--- config.mk ---
export PLATFORM = sky130hd
export DESIGN_NAME = ies_status
export DESIGN_NICKNAME = d
export VERILOG_FILES = /design/src/hw/ies_pkg.sv /design/src/hw/ies_nv_store.sv /design/src/hw/ies_status.sv
export VERILOG_INCLUDE_DIRS = /design/src /design/src/hw
export SDC_FILE = /design/constraint.sdc
export NUM_CORES = 1
export LEC_CHECK = 0
export BUFFER_PORTS_ARGS = -buffer_cell sky130_fd_sc_hd__clkbuf_2
export CAP_MARGIN = 20
export CORE_MARGIN = 1.5
export CORE_UTILIZATION = 45
export CTS_CLUSTER_DIAMETER = 40
export DETAILED_ROUTE_END_ITERATION = 8
export PLACE_DENSITY = 0.7
export RECOVER_POWER = 25
export SYNTH_ARGS = -nofsm -noshare
export SYNTH_HDL_FRONTEND = slang
export SYNTH_SLANG_ARGS = --single-unit
--- constraint.sdc ---
create_clock -name ref_clk_i -period 2.9 [get_ports ref_clk_i]
set_clock_uncertainty 0.05 [all_clocks]
set_input_delay 0.145 -clock ref_clk_i [delete_from_list [all_inputs] [get_ports ref_clk_i]]
set_output_delay 0.145 -clock ref_clk_i [all_outputs]
set_load 0.01 [all_outputs]
--- src/hw/ies_map.svh ---
`ifndef IES_MAP_SVH
`define IES_MAP_SVH

// Standard event latch bit positions
`define IES_EVL_OPC     0
`define IES_EVL_QUE     2
`define IES_EVL_DDE     3
`define IES_EVL_EXE     4
`define IES_EVL_CME     5
`define IES_EVL_PON     7

// Status byte bit positions
`define IES_SSB_QUES    3
`define IES_SSB_MAV     4
`define IES_SSB_ESB     5
`define IES_SSB_MSS     6
`define IES_SSB_OPER    7

// Reset values of the control state
`define IES_RST_MASK    8'h00
`define IES_RST_PSC     1'b1

// Reply placed in the response queue by the completion query
`define IES_ASCII_ONE   8'h31

// Slots of the nonvolatile mask store
`define IES_NV_EVM      2'h0
`define IES_NV_SVM      2'h1
`define IES_NV_PSC      2'h2

`endif

--- src/hw/ies_pkg.sv ---
`default_nettype none

package ies_pkg;

    // Commands taken from the command parser
    typedef enum logic [3:0] {
        CMD_CLS    = 4'h0,
        CMD_EVM_WR = 4'h1,
        CMD_EVM_RD = 4'h2,
        CMD_EVL_RD = 4'h3,
        CMD_OPC    = 4'h4,
        CMD_OPC_Q  = 4'h5,
        CMD_PSC_WR = 4'h6,
        CMD_PSC_RD = 4'h7,
        CMD_SVM_WR = 4'h8,
        CMD_SVM_RD = 4'h9,
        CMD_SSB_RD = 4'ha,
        CMD_WAI    = 4'hb
    } ies_cmd_t;

    // Command request with its argument
    typedef struct packed {
        logic       valid;      // Request present
        ies_cmd_t   code;       // Command
        logic [7:0] data;       // Write value
        logic       after_term; // Directly follows a message terminator
    } ies_req_t;

    // Error event pulses from the command and device logic
    typedef struct packed {
        logic cme;              // Command error
        logic exe;              // Execution error
        logic dde;              // Device-dependent error
        logic que;              // Query error
    } ies_evt_t;

    // Sequencer states
    typedef enum logic [1:0] {
        ST_LOAD  = 2'h0,
        ST_IDLE  = 2'h1,
        ST_HOLDQ = 2'h2,
        ST_HOLDW = 2'h3
    } ies_state_t;

endpackage : ies_pkg

`default_nettype wire

--- src/hw/ies_nv_store.sv ---
`default_nettype none

`include "ies_map.svh"

// Nonvolatile store for the two enable masks and the power-on clear setting
module ies_nv_store (
    input  wire logic       ref_clk_i, // System clock
    input  wire logic       wr_en_i,   // Write strobe
    input  wire logic [1:0] wr_idx_i,  // Slot written
    input  wire logic [7:0] wr_data_i, // Value written
    output logic      [7:0] evm_o,     // Stored event mask
    output logic      [7:0] svm_o,     // Stored service mask
    output logic            psc_o      // Stored clear setting
);

    // Cells keep their content across reset; they model retained storage
    logic [7:0] mem_q [0:2] = '{8'h00, 8'h00, 8'h01};
    logic [7:0] nxt_word;              // Word after a write

    // Next content of the addressed cell
    always_comb
    begin
        nxt_word = wr_data_i;
    end

    // Store the cell on a write
    always_ff @(posedge ref_clk_i)
    begin
        if (wr_en_i)
        begin
            mem_q[wr_idx_i] <= nxt_word;
        end
    end

    // Reads are combinational
    assign evm_o = mem_q[`IES_NV_EVM];
    assign svm_o = mem_q[`IES_NV_SVM];
    assign psc_o = mem_q[`IES_NV_PSC][0];

endmodule : ies_nv_store

`default_nettype wire

--- src/hw/ies_status.sv ---
`default_nettype none

`include "ies_map.svh"

//
// Functional notes
// - Clear-status zeroes event registers, status, errors
// - Clear after terminator also flushes response queue
// - Event mask gates events into event summary
// - Event latch layout; bits 6, 1 zero
// - Reading event latch returns then clears it
// - Completion command sets bit 0, no stall
// - Pending means an overlapped command or trigger still running
// - Completion query stalls, then returns ASCII one
// - Clear setting one zeroes masks at power-up
// - Clear setting zero saves and restores masks
// - Service mask gates status into bit 6
// - Serial poll clears request flag, not summary
// - Zero service mask never requests service
// - Status query leaves status byte unchanged
// - Message-available clears at reset, clear after terminator, empty
// - Poll shows request flag, query shows summary
// - Status byte layout; bits 2 to 0 zero
// - Wait command stalls; only device clear aborts
// - Questionable summary is masked OR of events
module ies_status (
    input  wire logic             ref_clk_i,       // System clock
    input  wire logic             rst_i,           // Sync reset, high
    input  wire ies_pkg::ies_req_t cmd_i,          // Command request
    output logic                  cmd_ready_o,     // Command may be taken
    input  wire ies_pkg::ies_evt_t evt_i,          // Error event pulses
    input  wire logic             oper_sum_i,      // Operation summary
    input  wire logic [15:0]      ques_event_i,    // Questionable events
    input  wire logic [15:0]      ques_enable_i,   // Questionable mask
    input  wire logic             busy_overlap_i,  // Overlapped command running
    input  wire logic             busy_trigger_i,  // Triggered action running
    input  wire logic             dev_clear_i,     // Bus device clear pulse
    input  wire logic             outq_nonempty_i, // Response queue has data
    input  wire logic             spoll_i,         // Serial poll pulse
    output logic                  rsp_valid_o,     // Reply byte strobe
    output logic      [7:0]       rsp_data_o,      // Reply byte
    output logic      [7:0]       spoll_data_o,    // Serial poll byte
    output logic                  srq_o,           // Service request
    output logic                  cls_o,           // Clear errors and chains
    output logic                  flush_o          // Flush response queue
);

    // Builds the status byte with bit 6 left open
    function automatic logic [7:0] ssb_base(input logic oper, input logic esb,
                                            input logic mav, input logic ques);
        logic [7:0] b;
        b = 8'h00;                      // Bits 2 to 0 stay zero
        b[`IES_SSB_OPER] = oper;
        b[`IES_SSB_ESB]  = esb;
        b[`IES_SSB_MAV]  = mav;
        b[`IES_SSB_QUES] = ques;
        return b;
    endfunction : ssb_base

    ies_pkg::ies_state_t state_ff;      // Sequencer state
    ies_pkg::ies_state_t nxt_state;
    logic [7:0] evl_ff;                 // Standard event latch
    logic [7:0] nxt_evl;
    logic [7:0] evm_ff;                 // Event enable mask
    logic [7:0] nxt_evm;
    logic [7:0] svm_ff;                 // Service enable mask
    logic [7:0] nxt_svm;
    logic       psc_ff;                 // Power-on clear setting
    logic       nxt_psc;
    logic       opc_arm_ff;             // Completion bit awaited
    logic       nxt_opc_arm;
    logic       mav_ff;                 // Message available
    logic       nxt_mav;
    logic       rqs_ff;                 // Request for service
    logic       nxt_rqs;
    logic       mss_prev_ff;            // Summary one cycle ago
    logic       ready_ff;
    logic       nxt_ready;
    logic       rsp_valid_ff;
    logic       nxt_rsp_valid;
    logic [7:0] rsp_data_ff;
    logic [7:0] nxt_rsp_data;
    logic [7:0] spoll_ff;
    logic [7:0] nxt_spoll;
    logic       srq_ff;
    logic       cls_ff;
    logic       nxt_cls;
    logic       flush_ff;
    logic       nxt_flush;
    logic       nv_wr;                  // Store write strobe
    logic [1:0] nv_idx;                 // Store slot
    logic [7:0] nv_data;                // Store value
    logic [7:0] nv_evm;                 // Stored event mask
    logic [7:0] nv_svm;                 // Stored service mask
    logic       nv_psc;                 // Stored clear setting
    logic       take;                   // Command taken this cycle
    logic       pend;                   // Operations still pending
    logic       esb;                    // Event summary
    logic       ques;                   // Questionable summary
    logic [7:0] base;                   // Status byte, bit 6 open
    logic       mss;                    // Master summary
    logic       mss_rise;               // Summary went high

    // Retained mask storage
    ies_nv_store u_nv (
        .ref_clk_i (ref_clk_i),
        .wr_en_i   (nv_wr),
        .wr_idx_i  (nv_idx),
        .wr_data_i (nv_data),
        .evm_o     (nv_evm),
        .svm_o     (nv_svm),
        .psc_o     (nv_psc)
    );

    // Summary terms of the status byte
    always_comb
    begin
        take     = cmd_i.valid && ready_ff;
        pend     = busy_overlap_i || busy_trigger_i;
        esb      = |(evl_ff & evm_ff);
        ques     = |(ques_event_i & ques_enable_i);
        base     = ssb_base(oper_sum_i, esb, mav_ff, ques);
        mss      = |(base & svm_ff);
        mss_rise = mss && !mss_prev_ff;
    end

    // Next values of the whole status state
    always_comb
    begin
        nxt_state     = state_ff;
        nxt_evl       = evl_ff;
        nxt_evm       = evm_ff;
        nxt_svm       = svm_ff;
        nxt_psc       = psc_ff;
        nxt_opc_arm   = opc_arm_ff;
        nxt_rsp_valid = 1'b0;
        nxt_rsp_data  = rsp_data_ff;
        nxt_cls       = 1'b0;
        nxt_flush     = 1'b0;
        nv_wr         = 1'b0;
        nv_idx        = `IES_NV_EVM;
        nv_data       = 8'h00;
        unique case (state_ff)
            // Power-up: restore or clear masks, note power-on
            ies_pkg::ST_LOAD:
            begin
                nxt_psc = nv_psc;
                nxt_evm = nv_psc ? `IES_RST_MASK : nv_evm;
                nxt_svm = nv_psc ? `IES_RST_MASK : nv_svm;
                nxt_evl[`IES_EVL_PON] = 1'b1;
                nxt_state = ies_pkg::ST_IDLE;
            end
            // Taking commands
            ies_pkg::ST_IDLE:
            begin
                if (take)
                begin
                    unique case (cmd_i.code)
                        ies_pkg::CMD_CLS:
                        begin
                            nxt_evl = 8'h00;
                            nxt_cls = 1'b1;
                            nxt_flush = cmd_i.after_term;
                        end
                        ies_pkg::CMD_EVM_WR:
                        begin
                            nxt_evm = cmd_i.data;
                            nv_wr   = !psc_ff;
                            nv_idx  = `IES_NV_EVM;
                            nv_data = cmd_i.data;
                        end
                        ies_pkg::CMD_EVM_RD:
                        begin
                            nxt_rsp_valid = 1'b1;
                            nxt_rsp_data  = evm_ff;
                        end
                        ies_pkg::CMD_EVL_RD:
                        begin
                            nxt_rsp_valid = 1'b1;
                            nxt_rsp_data  = evl_ff;
                            nxt_evl       = 8'h00;
                        end
                        ies_pkg::CMD_OPC:
                        begin
                            nxt_opc_arm = 1'b1;
                        end
                        ies_pkg::CMD_OPC_Q:
                        begin
                            nxt_state = ies_pkg::ST_HOLDQ;
                        end
                        ies_pkg::CMD_PSC_WR:
                        begin
                            nxt_psc = cmd_i.data[0];
                            nv_wr   = 1'b1;
                            nv_idx  = `IES_NV_PSC;
                            nv_data = {7'h00, cmd_i.data[0]};
                        end
                        ies_pkg::CMD_PSC_RD:
                        begin
                            nxt_rsp_valid = 1'b1;
                            nxt_rsp_data  = {7'h00, psc_ff};
                        end
                        ies_pkg::CMD_SVM_WR:
                        begin
                            nxt_svm = cmd_i.data;
                            nv_wr   = !psc_ff;
                            nv_idx  = `IES_NV_SVM;
                            nv_data = cmd_i.data;
                        end
                        ies_pkg::CMD_SVM_RD:
                        begin
                            nxt_rsp_valid = 1'b1;
                            nxt_rsp_data  = svm_ff;
                        end
                        ies_pkg::CMD_SSB_RD:
                        begin
                            // Read only; summary shown at bit 6
                            nxt_rsp_valid = 1'b1;
                            nxt_rsp_data  = base | {1'b0, mss, 6'h00};
                        end
                        ies_pkg::CMD_WAI:
                        begin
                            nxt_state = ies_pkg::ST_HOLDW;
                        end
                        default:
                        begin
                            // Unknown codes are ignored
                            nxt_state = ies_pkg::ST_IDLE;
                        end
                    endcase
                end
            end
            // Completion query: hold commands, then reply
            ies_pkg::ST_HOLDQ:
            begin
                if (!pend)
                begin
                    nxt_rsp_valid = 1'b1;
                    nxt_rsp_data  = `IES_ASCII_ONE;
                    nxt_state     = ies_pkg::ST_IDLE;
                end
            end
            // Wait command: only completion or device clear ends it
            ies_pkg::ST_HOLDW:
            begin
                if (!pend || dev_clear_i)
                begin
                    nxt_state = ies_pkg::ST_IDLE;
                end
            end
        endcase
        // Completion bit once nothing is pending
        if (opc_arm_ff && !pend)
        begin
            nxt_evl[`IES_EVL_OPC] = 1'b1;
            nxt_opc_arm = 1'b0;
        end
        // New events win over any clear this cycle
        nxt_evl[`IES_EVL_CME] = nxt_evl[`IES_EVL_CME] | evt_i.cme;
        nxt_evl[`IES_EVL_EXE] = nxt_evl[`IES_EVL_EXE] | evt_i.exe;
        nxt_evl[`IES_EVL_DDE] = nxt_evl[`IES_EVL_DDE] | evt_i.dde;
        nxt_evl[`IES_EVL_QUE] = nxt_evl[`IES_EVL_QUE] | evt_i.que;
        nxt_ready = (nxt_state == ies_pkg::ST_IDLE);
        // Message available follows the queue, dropped by the flush
        nxt_mav = outq_nonempty_i && !nxt_flush;
        // Request flag: rise sets, poll clears, set wins
        nxt_rqs = (rqs_ff && !spoll_i) || mss_rise;
        if (svm_ff == 8'h00)
        begin
            nxt_rqs = 1'b0;
        end
        nxt_spoll = spoll_i ? (base | {1'b0, rqs_ff, 6'h00}) : spoll_ff;
    end

    // Registers of the status state
    always_ff @(posedge ref_clk_i)
    begin
        if (rst_i)
        begin
            state_ff     <= ies_pkg::ST_LOAD;
            evl_ff       <= 8'h00;
            evm_ff       <= `IES_RST_MASK;
            svm_ff       <= `IES_RST_MASK;
            psc_ff       <= `IES_RST_PSC;
            opc_arm_ff   <= 1'b0;
            mav_ff       <= 1'b0;
            rqs_ff       <= 1'b0;
            mss_prev_ff  <= 1'b0;
            ready_ff     <= 1'b0;
            rsp_valid_ff <= 1'b0;
            rsp_data_ff  <= 8'h00;
            spoll_ff     <= 8'h00;
            srq_ff       <= 1'b0;
            cls_ff       <= 1'b0;
            flush_ff     <= 1'b0;
        end
        else
        begin
            state_ff     <= nxt_state;
            evl_ff       <= nxt_evl;
            evm_ff       <= nxt_evm;
            svm_ff       <= nxt_svm;
            psc_ff       <= nxt_psc;
            opc_arm_ff   <= nxt_opc_arm;
            mav_ff       <= nxt_mav;
            rqs_ff       <= nxt_rqs;
            mss_prev_ff  <= mss;
            ready_ff     <= nxt_ready;
            rsp_valid_ff <= nxt_rsp_valid;
            rsp_data_ff  <= nxt_rsp_data;
            spoll_ff     <= nxt_spoll;
            srq_ff       <= nxt_rqs;
            cls_ff       <= nxt_cls;
            flush_ff     <= nxt_flush;
        end
    end

    assign cmd_ready_o  = ready_ff;
    assign rsp_valid_o  = rsp_valid_ff;
    assign rsp_data_o   = rsp_data_ff;
    assign spoll_data_o = spoll_ff;
    assign srq_o        = srq_ff;
    assign cls_o        = cls_ff;
    assign flush_o      = flush_ff;
endmodule : ies_status

`default_nettype wire

==> results_dict.tcl, run 1 <==
set metrics [dict create \
    outcome "finished, violations left" \
    violations "capacitance limit" \
    syn_avg_cell_area_um2 9.49 \
    synth_warnings 0 \
    cts_root_buf "clkbuf_8" \
    cp_top_family "simple AND/OR/NAND/NOR gates" \
    post-route-util_pct 55.9 \
    synth-seq-area-share_pct 48.2 \
    setup_violations 0 \
    drive_gt1_share_pct 19.9 \
    post_cts_buffers 0 \
    grt_pass1_vias 2506 \
    dr.first_iter.drc_count 313 \
    cp_cell_sequence "inv_1, ha_1, nand3_2, or3_1, o21bai_4, nor2_1, a311oi_1" \
    dp_hpwl_mm 5.59 \
    syn_area_um2 2970 \
    synth_async_sr_flop_share_pct 0 \
    p_per_area_nw_per_um2 519 \
    ir_drop_mv 0.331 \
    whs_ns 0.0198 \
    dr_total_vias 2651 \
    initial_core_util_pct 46.8 \
    path_class "register to register" \
    path_clk_slew_ns 0.06 \
    cts_tree "yes" \
    slew_viol_final 0 \
    final_cells 473 \
    antenna_found_initial 0 \
    rows 29 \
    grtUsageTotal_pct 21.6 \
    clock_sinks 63 \
    grt_max_degree 35 \
    critPathLaunchType "register" \
    post_drt_via_cell_ratio 5.60 \
    synth_top_area_share_pct 31.0 \
    firstDrtPassIters 5 \
    max_stage_delay_ns 0.48 \
    core_area_um2 6350 \
    grt-ovfl-total 0 \
    highest_layer "met4" \
    crit_start "state_ff[1]" \
    wl_per_cell_um 15.7 \
    postCtsHoldBufs 5 \
    die_h_um 84.2 \
    synth_seq_cells 63 \
    clock_latency_ns 0.33 \
    syn2layout_area_growth_pct 19.5 \
    min_period_ns 2.41 \
    r2r_cells 7 \
    fmax_mhz 415 \
    synth_cell_types 54 \
    required_ns 3.07 \
    gp_congestion 0.844 \
    h-tree-depth 3 \
    die_w_um 84.2 \
    place_ws_ns 0.499 \
    wl_met1_mm 3.39 \
    synth_ff_type "dfxtp_1" \
    yosys.area_share.simple_pct 19.3 \
    fin_ws_ns 0.492 \
    leakage_nw 1.39 \
    yosysTopAreaCell "dfxtp_1" \
    synthMuxAreaShare_pct 3.12 \
    synthXorXnorAreaFrac_pct 0.295 \
    relSlewSlack_pct 0.155 \
    yosys-top-cells-area "dfxtp_1 31%, edfxtp_1 17%, nor2_1 5.9%" \
    synth_compound_area_share_pct 22.6 \
    regToRegStartpoint "state_ff[1]" \
    wl_mm 7.41 \
    worst_path_max_delay_cell "ha_1" \
    finalInstanceArea_um2 3550 \
    hold_path.class "primary input to register" \
    layout.nets 454 \
    worst-path-max-fanout 16 \
    die_area_um2 7100 \
    tightest_slew_ns 1.50 \
    reg2reg_slack_ns 0.49 \
    cts-resized-gates 0 \
    post_dp_cell_area_um2 3380 \
    tns_ns 0 \
    io_buffers 75 \
    grt_pass1_wl_mm 12.0 \
    synth_cells 313 \
    dp_cells 452 \
    worst-path-buf-inv 1 \
    crit_cells 7 \
    p_total_mw 1.84 \
    endpoint_kind "register" \
    hold_viol 0 \
    antenna_left 0 \
    rsz0062_at_grt "no" \
    route.detailed.drc 0 \
    clockBufferDepth 2 \
    worstReg2RegEnd "svm_ff[6]" \
    synth_edf_count 17 \
    endpoint "svm_ff[6]" \
    met2_length_mm 3.48 \
    fill_cells 598 \
    synth_fa_ha_area_share_pct 2.11 \
    ios 79 \
    cp.arrival_ns 2.58 \
    numCtsBuffers 9 \
    min_period_over_period_pct 83.0 \
    diodes 0 \
    dr_wl_met3_um 430 \
    maxCapViolations 1 \
    synth_top_family_by_area "compound AO/OA/AOI/OAI gates" \
]
-- cells in the final DEF (no fill, tap or decap), types with 4 or more instances in the layout --
master / instances
edfxtp_1: 17
nand2b_1: 6
a21oi_1: 31
dfxtp_1: 46
clkbuf_8: 9
a22oi_1: 7
ha_1: 5
clkbuf_2: 56
a22o_1: 6
o21ai_0: 7
a221oi_1: 6
inv_1: 7
a311oi_1: 9
nor2_1: 47
nor2b_1: 4
nand2_1: 29
dlygate4sd3_1: 5
mux2i_1: 7
nor3_1: 6
clkbuf_1: 25
-- Yosys cell counts, types with 2 or more instances --
library cell  number
a211o_1            2
a211oi_1           3
a21oi_1           31
a221oi_1           6
a222oi_1           2
a22o_1             6
a22oi_1            7
a2bb2oi_1          3
a311oi_1           9
a41oi_1            2
and3_1             3
and4bb_2           2
buf_1              4
buf_2              3
buf_4              5
clkbuf_1           6
dfxtp_1           46
edfxtp_1          17
ha_1               5
inv_1              7
mux2_2             2
mux2i_1            7
nand2_1           29
nand2b_1           6
nand3b_1           2
nand4_1            3
nor2_1            47
nor2b_1            4
nor3_1             6
nor3b_1            2
nor4_1             3
o21ai_0            7
o31ai_1            2
o32a_1             2
or3_1              2
or4_1              2
-- report_power, final --
part	internal, mW	switching (mW)
Sequential	0.939	0.0359
Combinational	0.115	0.152
Clock	0.306	0.293
-- final cells by class --
type / instances / area (µm²) / share of cell area [%]
clock buffers: 14 / 143 / 4.02
inverters: 7 / 26.3 / 0.740
clock inverters: 2 / 7.51 / 0.211
repair buffers: 84 / 428 / 12.1
flip-flops and latches: 63 / 1430 / 40.3
multi-input cells: 226 / 1420 / 40.0
well taps: 77 / 96.3 / 2.71
-- how the worst min path moves through the flow --
stage,from,endpoint,cells past startpoint
detailed placement,cmd_i[0],mav_ff,2
global placement,evt_i[0],evl_ff[2],3
CTS,evt_i[1],evl_ff[3],3
finish,evt_i[1],evl_ff[3],3
floorplan,cmd_i[0],mav_ff,1
global route,evt_i[1],evl_ff[3],3
-- sequential cells by signal (all words and copies together), names as in the netlist, 2 cells and up --
| signal | cells |
|---|---|
| evl_ff | 6 |
| evm_ff | 8 |
| rsp_data_o | 8 |
| spoll_data_o | 5 |
| state_ff | 2 |
| svm_ff | 8 |
| u_nv.mem_q | 17 |
-- cell families (layout without fill, tap and decap cells) --
group / Yosys count / count (layout)
and+or+nand+nor: 117 / 117
AOI/OAI and AO/OA: 91 / 91
DFF: 63 / 63
xor gates and xnor gates: 1 / 1
muxes: 9 / 9
other: 1 / 3
buffers and inverters: 26 / 107
adders and majority gates: 5 / 5
-- worst min-delay path, stage by stage --
cell	delay (ns)
clkbuf_2	0.10
a21oi_1	0.04
nor2_1	0.07
-- metal layers --
metal	track usage, %	vias to the layer above
li1	-	1313
met1	28.6	1218
met2	35.0	108
met3	3.74	12
met5	0	-
met4	8.79	0
(Power assumes the default switching activity.)
==> run 2: changes to the inputs <==
==> constraint.sdc (replaced) <==
create_clock -name ref_clk_i -period 2.4 [get_ports ref_clk_i]
set_clock_uncertainty 0.05 [all_clocks]
set_input_delay 0.12 -clock ref_clk_i [delete_from_list [all_inputs] [get_ports ref_clk_i]]
set_output_delay 0.12 -clock ref_clk_i [all_outputs]
set_load 0.01 [all_outputs]
==> run 2 against run 1 <==
The flow now finishes without violations. Highest routed layer unchanged. Global-route usage increased by 0.20 points. Largest power group unchanged. Via count rose by 1.1%. Final area increased by 3.1%. Cell count grew 0.85%.
==> results_dict.tcl, run 2 (synthesis gave the netlist of run 1 again) <==
set metrics [dict create \
    post_drt_via_cell_ratio 5.62 \
    route.detailed.drc 0 \
    post_cts_buffers 0 \
    grt_max_degree 20 \
    grt_pass1_wl_mm 12.1 \
    rsz0062_at_grt "no" \
    clock_latency_ns 0.34 \
    die_w_um 84.2 \
    fin_ws_ns 0.280 \
    worstReg2RegEnd "svm_ff[1]" \
    syn2layout_area_growth_pct 23.2 \
    largest_reg_flops 17 \
    rows 29 \
    dp_hpwl_mm 5.51 \
    numCtsBuffers 9 \
    initial_core_util_pct 46.8 \
    cp.arrival_ns 2.32 \
    reg2reg_slack_ns 0.28 \
    final_cell_mix "57 x clkbuf_2, 47 x nor2_1, 46 x dfxtp_1" \
    ios 79 \
    layout_commonest_cell "clkbuf_2" \
    io_buffers 75 \
    endpoint_kind "register" \
    grt-ovfl-total 0 \
    antenna_left 0 \
    hold_path.class "primary input to register" \
    top_register "u_nv.mem_q" \
    whs_endpoint "svm_ff[6]" \
    outcome "complete, no violations" \
    drive_gt1_share_pct 22.8 \
    setup_violations 0 \
    wl_per_cell_um 15.7 \
    firstDrtPassIters 4 \
    r2r_cells 6 \
    clock_sinks 63 \
    worst-path-max-fanout 16 \
    min_period_ns 2.12 \
    post-route-util_pct 57.6 \
    gp_congestion 0.820 \
    grtUsageTotal_pct 21.8 \
    leakage_nw 1.45 \
    required_ns 2.60 \
    post_dp_cell_area_um2 3400 \
    cts_root_buf "clkbuf_8" \
    final_cells 477 \
    ir_drop_mv 0.434 \
    min_period_over_period_pct 88.3 \
    maxCapViolations 0 \
    finalInstanceArea_um2 3660 \
    wl_mm 7.50 \
    die_area_um2 7100 \
    fmax_mhz 472 \
    hold_viol 0 \
    min-delay-start "cmd_i[7]" \
    antenna_found_initial 0 \
    whs_ns 0.0377 \
    p_total_mw 2.52 \
    clockBufferDepth 2 \
    layout.nets 458 \
    p_per_area_nw_per_um2 688 \
    dr_total_vias 2679 \
    h-tree-depth 3 \
    die_h_um 84.2 \
    dr.first_iter.drc_count 272 \
    dp_cells 455 \
    path_class "register to register" \
    grt_pass1_vias 2500 \
    slew_viol_final 0 \
    cts_tree "yes" \
    diodes 0 \
    place_ws_ns 0.286 \
    regToRegStartpoint "state_ff[0]" \
    critPathLaunchType "register" \
    tns_ns 0 \
    core_area_um2 6350 \
    path_clk_slew_ns 0.07 \
    hold_depth 3 \
]
[run 2: changes by cell type in the layout (fill, tap and decap cells not counted), sizes merged]
cell and delta:
bufinv +2, buf +4, clkinvlp +2, dlygate4sd3 +1
clkbuf -6, clkinv +1
[run 2: critical path, cell delays in order (launching register included)]
cell,delay [ns]
dfxtp_1,0.42
ha_1,0.26
nand3_2,0.17
or3_1,0.43
o21bai_4,0.35
nor2_1,0.09
a311oi_1,0.25
[run 2: cell type report]
class                      count  area (µm²)
tap                           77        96.3
timing repair buffer          88         465
fill                         576        2690
clock buffer                   9         124
inverter                       7        26.3
clock inverter                 7        97.6
multi-input combinational    226        1420
sequential                    63        1430
[run 2: worst max path at each step]
stage,from,endpoint,slack (ns)
after floorplan,state_ff[0],u_nv.mem_q[1][0],0.35
after global placement,state_ff[1],rsp_data_o[6],0.44
after detailed placement,state_ff[0],svm_ff[1],0.29
after CTS,state_ff[0],svm_ff[1],0.28
after global routing,state_ff[0],svm_ff[1],0.12
final,state_ff[0],svm_ff[1],0.28
[run 2: power breakdown]
group	internal (mW)	total (mW)	switching, mW	leakage [nW]
Sequential	1.13	1.18	0.0443	0.568
Clock	0.585	1.01	0.420	0.105
Combinational	0.144	0.333	0.188	0.778
[run 2: timing repair]
item,in CTS,in global routing
setup endpoints to repair,0,0
hold buffers,6,0
endpoints found under the hold margin,6,0
resized for setup,0,0
[run 2: layer usage]
layer  wire length [µm]  track usage, %  vias to the layer above
met4                143            11.5                        0
met5                  0               0                        -
met2               3480            34.6                      107
met3                516            4.23                       11
met1               3360            28.1                     1235
li1                   -               -                     1326
==> run 3: changes to the inputs <==
--- a/config.mk
+++ b/config.mk
@@ -6,13 +6,14 @@
 export SDC_FILE = /design/constraint.sdc
 export NUM_CORES = 1
 export LEC_CHECK = 0
+export ABC_AREA = 1
 export BUFFER_PORTS_ARGS = -buffer_cell sky130_fd_sc_hd__clkbuf_2
 export CAP_MARGIN = 20
 export CORE_MARGIN = 1.5
 export CORE_UTILIZATION = 45
 export CTS_CLUSTER_DIAMETER = 40
 export DETAILED_ROUTE_END_ITERATION = 8
-export PLACE_DENSITY = 0.7
+export PLACE_DENSITY = 0.69
 export RECOVER_POWER = 25
 export SYNTH_ARGS = -nofsm -noshare
 export SYNTH_HDL_FRONTEND = slang
==> run 3 against run 2 <==
Sequential share of layout area fell by 1.6 points. Fmax increased by 3.1%. Clock power down 19%. Critical endpoint is now svm_ff[5]. Largest cell class unchanged. Highest routed layer unchanged.
==> results_dict.tcl, run 3 <==
set metrics [dict create \
    outcome "complete, no violations" \
    whs_endpoint "spoll_data_o[7]" \
    dp_hpwl_mm 5.68 \
    route.detailed.drc 0 \
    cts_tree "yes" \
    cp.arrival_ns 2.27 \
    synth_cells 417 \
    dr.first_iter.drc_count 176 \
    io_buffers 75 \
    die_h_um 86.8 \
    whs_ns 0.0169 \
    rsz0062_at_grt "no" \
    regToRegStartpoint "state_ff[1]" \
    syn_avg_cell_area_um2 7.58 \
    layout.nets 565 \
    worstReg2RegEnd "svm_ff[5]" \
    p_per_area_nw_per_um2 634 \
    wl_mm 7.47 \
    syn2layout_area_growth_pct 20.6 \
    dr_total_vias 2886 \
    yosys-top-cells-area "dfxtp_1 29%, edfxtp_1 16%, nand2_1 11%" \
    die_w_um 86.8 \
    layout_commonest_cell "nand2_1" \
    final_cells 603 \
    final_cell_mix "91 x nand2_1, 56 x inv_1, 56 x clkbuf_2" \
    post_drt_via_cell_ratio 4.79 \
    tightest_slew_ns 0.941 \
    synth.most_common_cell "nand2_1" \
    min_period_ns 2.06 \
    min-delay-start "spoll_i" \
    top_register "u_nv.mem_q" \
    required_ns 2.62 \
    register_area_um2 1430 \
    fill_cells 654 \
    post_cts_buffers 0 \
    synth_top_area_share_pct 29.1 \
    ios 79 \
    synth_warnings 0 \
    synth_edf_count 17 \
    clockBufferDepth 2 \
    grt_pass1_wl_mm 12.5 \
    min_period_over_period_pct 85.7 \
    h-tree-depth 3 \
    numCtsBuffers 9 \
    synth_cell_types 38 \
    diodes 0 \
    hold_viol 0 \
    cts_root_buf "clkbuf_8" \
    fmax_mhz 486 \
    firstDrtPassIters 4 \
    clock_latency_ns 0.34 \
    synth_common_cells "91 x nand2_1, 56 x inv_1, 49 x nor2_1" \
    slew_viol_final 0 \
    maxCapViolations 0 \
    synth-seq-area-share_pct 45.3 \
    wl_per_cell_um 12.4 \
    leakage_nw 1.83 \
    relSlewSlack_pct 37.3 \
    p_total_mw 2.42 \
    syn_area_um2 3160 \
    largest_reg_flops 17 \
    postCtsHoldBufs 6 \
    synth_ff_type "dfxtp_1" \
    reg2reg_slack_ns 0.34 \
    tns_ns 0 \
    crit_start "state_ff[1]" \
    antenna_found_initial 0 \
    antenna_left 0 \
    synth_seq_cells 63 \
    grt_max_degree 20 \
    endpoint_kind "register" \
    path_class "register to register" \
    cts-resized-gates 0 \
    core_area_um2 6790 \
    setup_violations 0 \
    initial_core_util_pct 46.5 \
    grt_pass1_vias 2823 \
    hold_path.class "primary input to register" \
    die_area_um2 7530 \
    yosysTopAreaCell "dfxtp_1" \
    critPathLaunchType "register" \
    hold_depth 2 \
    rows 30 \
    grtUsageTotal_pct 21.5 \
    synth_async_sr_flop_share_pct 0 \
    r2r_cells 9 \
    gp_congestion 0.879 \
    drive_gt1_share_pct 19.9 \
    path_clk_slew_ns 0.07 \
    multi_input_area_um2 1420 \
    ir_drop_mv 0.346 \
    clock_sinks 63 \
    grt-ovfl-total 0 \
    worst-path-max-fanout 15 \
    dp_cells 581 \
    post-route-util_pct 56.1 \
]
-- run 3: changes by cell type in the layout (fill, tap and decap cells not counted), moves of 6 or more --
cell,delta
a221oi_1,-6
a22o_1,-6
a311oi_1,-9
inv_1,+49
inv_2,+6
mux2i_1,-7
nand2_1,+62
nand2b_1,-6
nor2_4,+7
o21ai_0,+41
-- run 3: routing by layer --
metal  share of wire (%)  GRT usage (%)
met2                  46           34.6
met1                  48           28.6
met3                 4.9           4.38
met4                 1.6           8.06
met5                   0              0
-- run 3: report_power, final --
group	switching [mW]	internal [mW]	leakage, nW
clock	0.424	0.399	0.0905
sequential	0.0437	1.15	0.505
combinational	0.248	0.150	1.24
-- run 3: cell families after synthesis --
group	Yosys count	share of synthesized area, %
other	1	0.119
flip-flops	63	45.3
AND/OR/NAND/NOR	173	25.5
AO/OA/AOI/OAI	100	17.1
buffers and inverters	75	9.90
adder cells (fa/ha/maj)	5	1.98
-- run 3: worst max-delay path by stage --
stage / end / cells after the start
after floorplan: u_nv.mem_q[0][0] / 7
after global placement: u_nv.mem_q[0][2] / 8
after detailed placement: svm_ff[5] / 9
after CTS: svm_ff[5] / 9
after global routing: svm_ff[2] / 10
final: svm_ff[5] / 9
-- run 3: per-stage QoR --
step	setup WS, ns	instance area, µm²
3_3_place_gp	0.460	3610
5_1_grt	0.112	3810
3_5_place_dp	0.366	3610
2_1_floorplan	0.319	3170
6_report	0.344	3810
4_1_cts	0.341	3840
-- run 3: area by class of cell --
cell class	count	share of cell area, %
Tap cell	96	3.15
Multi-Input combinational cell	281	37.3
Inverter	62	6.11
Clock inverter	4	0.558
Timing Repair Buffer	85	11.5
Clock buffer	12	3.81
Sequential cell	63	37.6
-- run 3: critical path, stage by stage, from the launching register on --
cell,delay [ns]
dfxtp_1,0.38
inv_1,0.10
ha_1,0.27
inv_1,0.13
nor2_4,0.08
inv_2,0.14
nor2_2,0.06
nor2_2,0.42
o21ai_0,0.18
a21oi_1,0.16
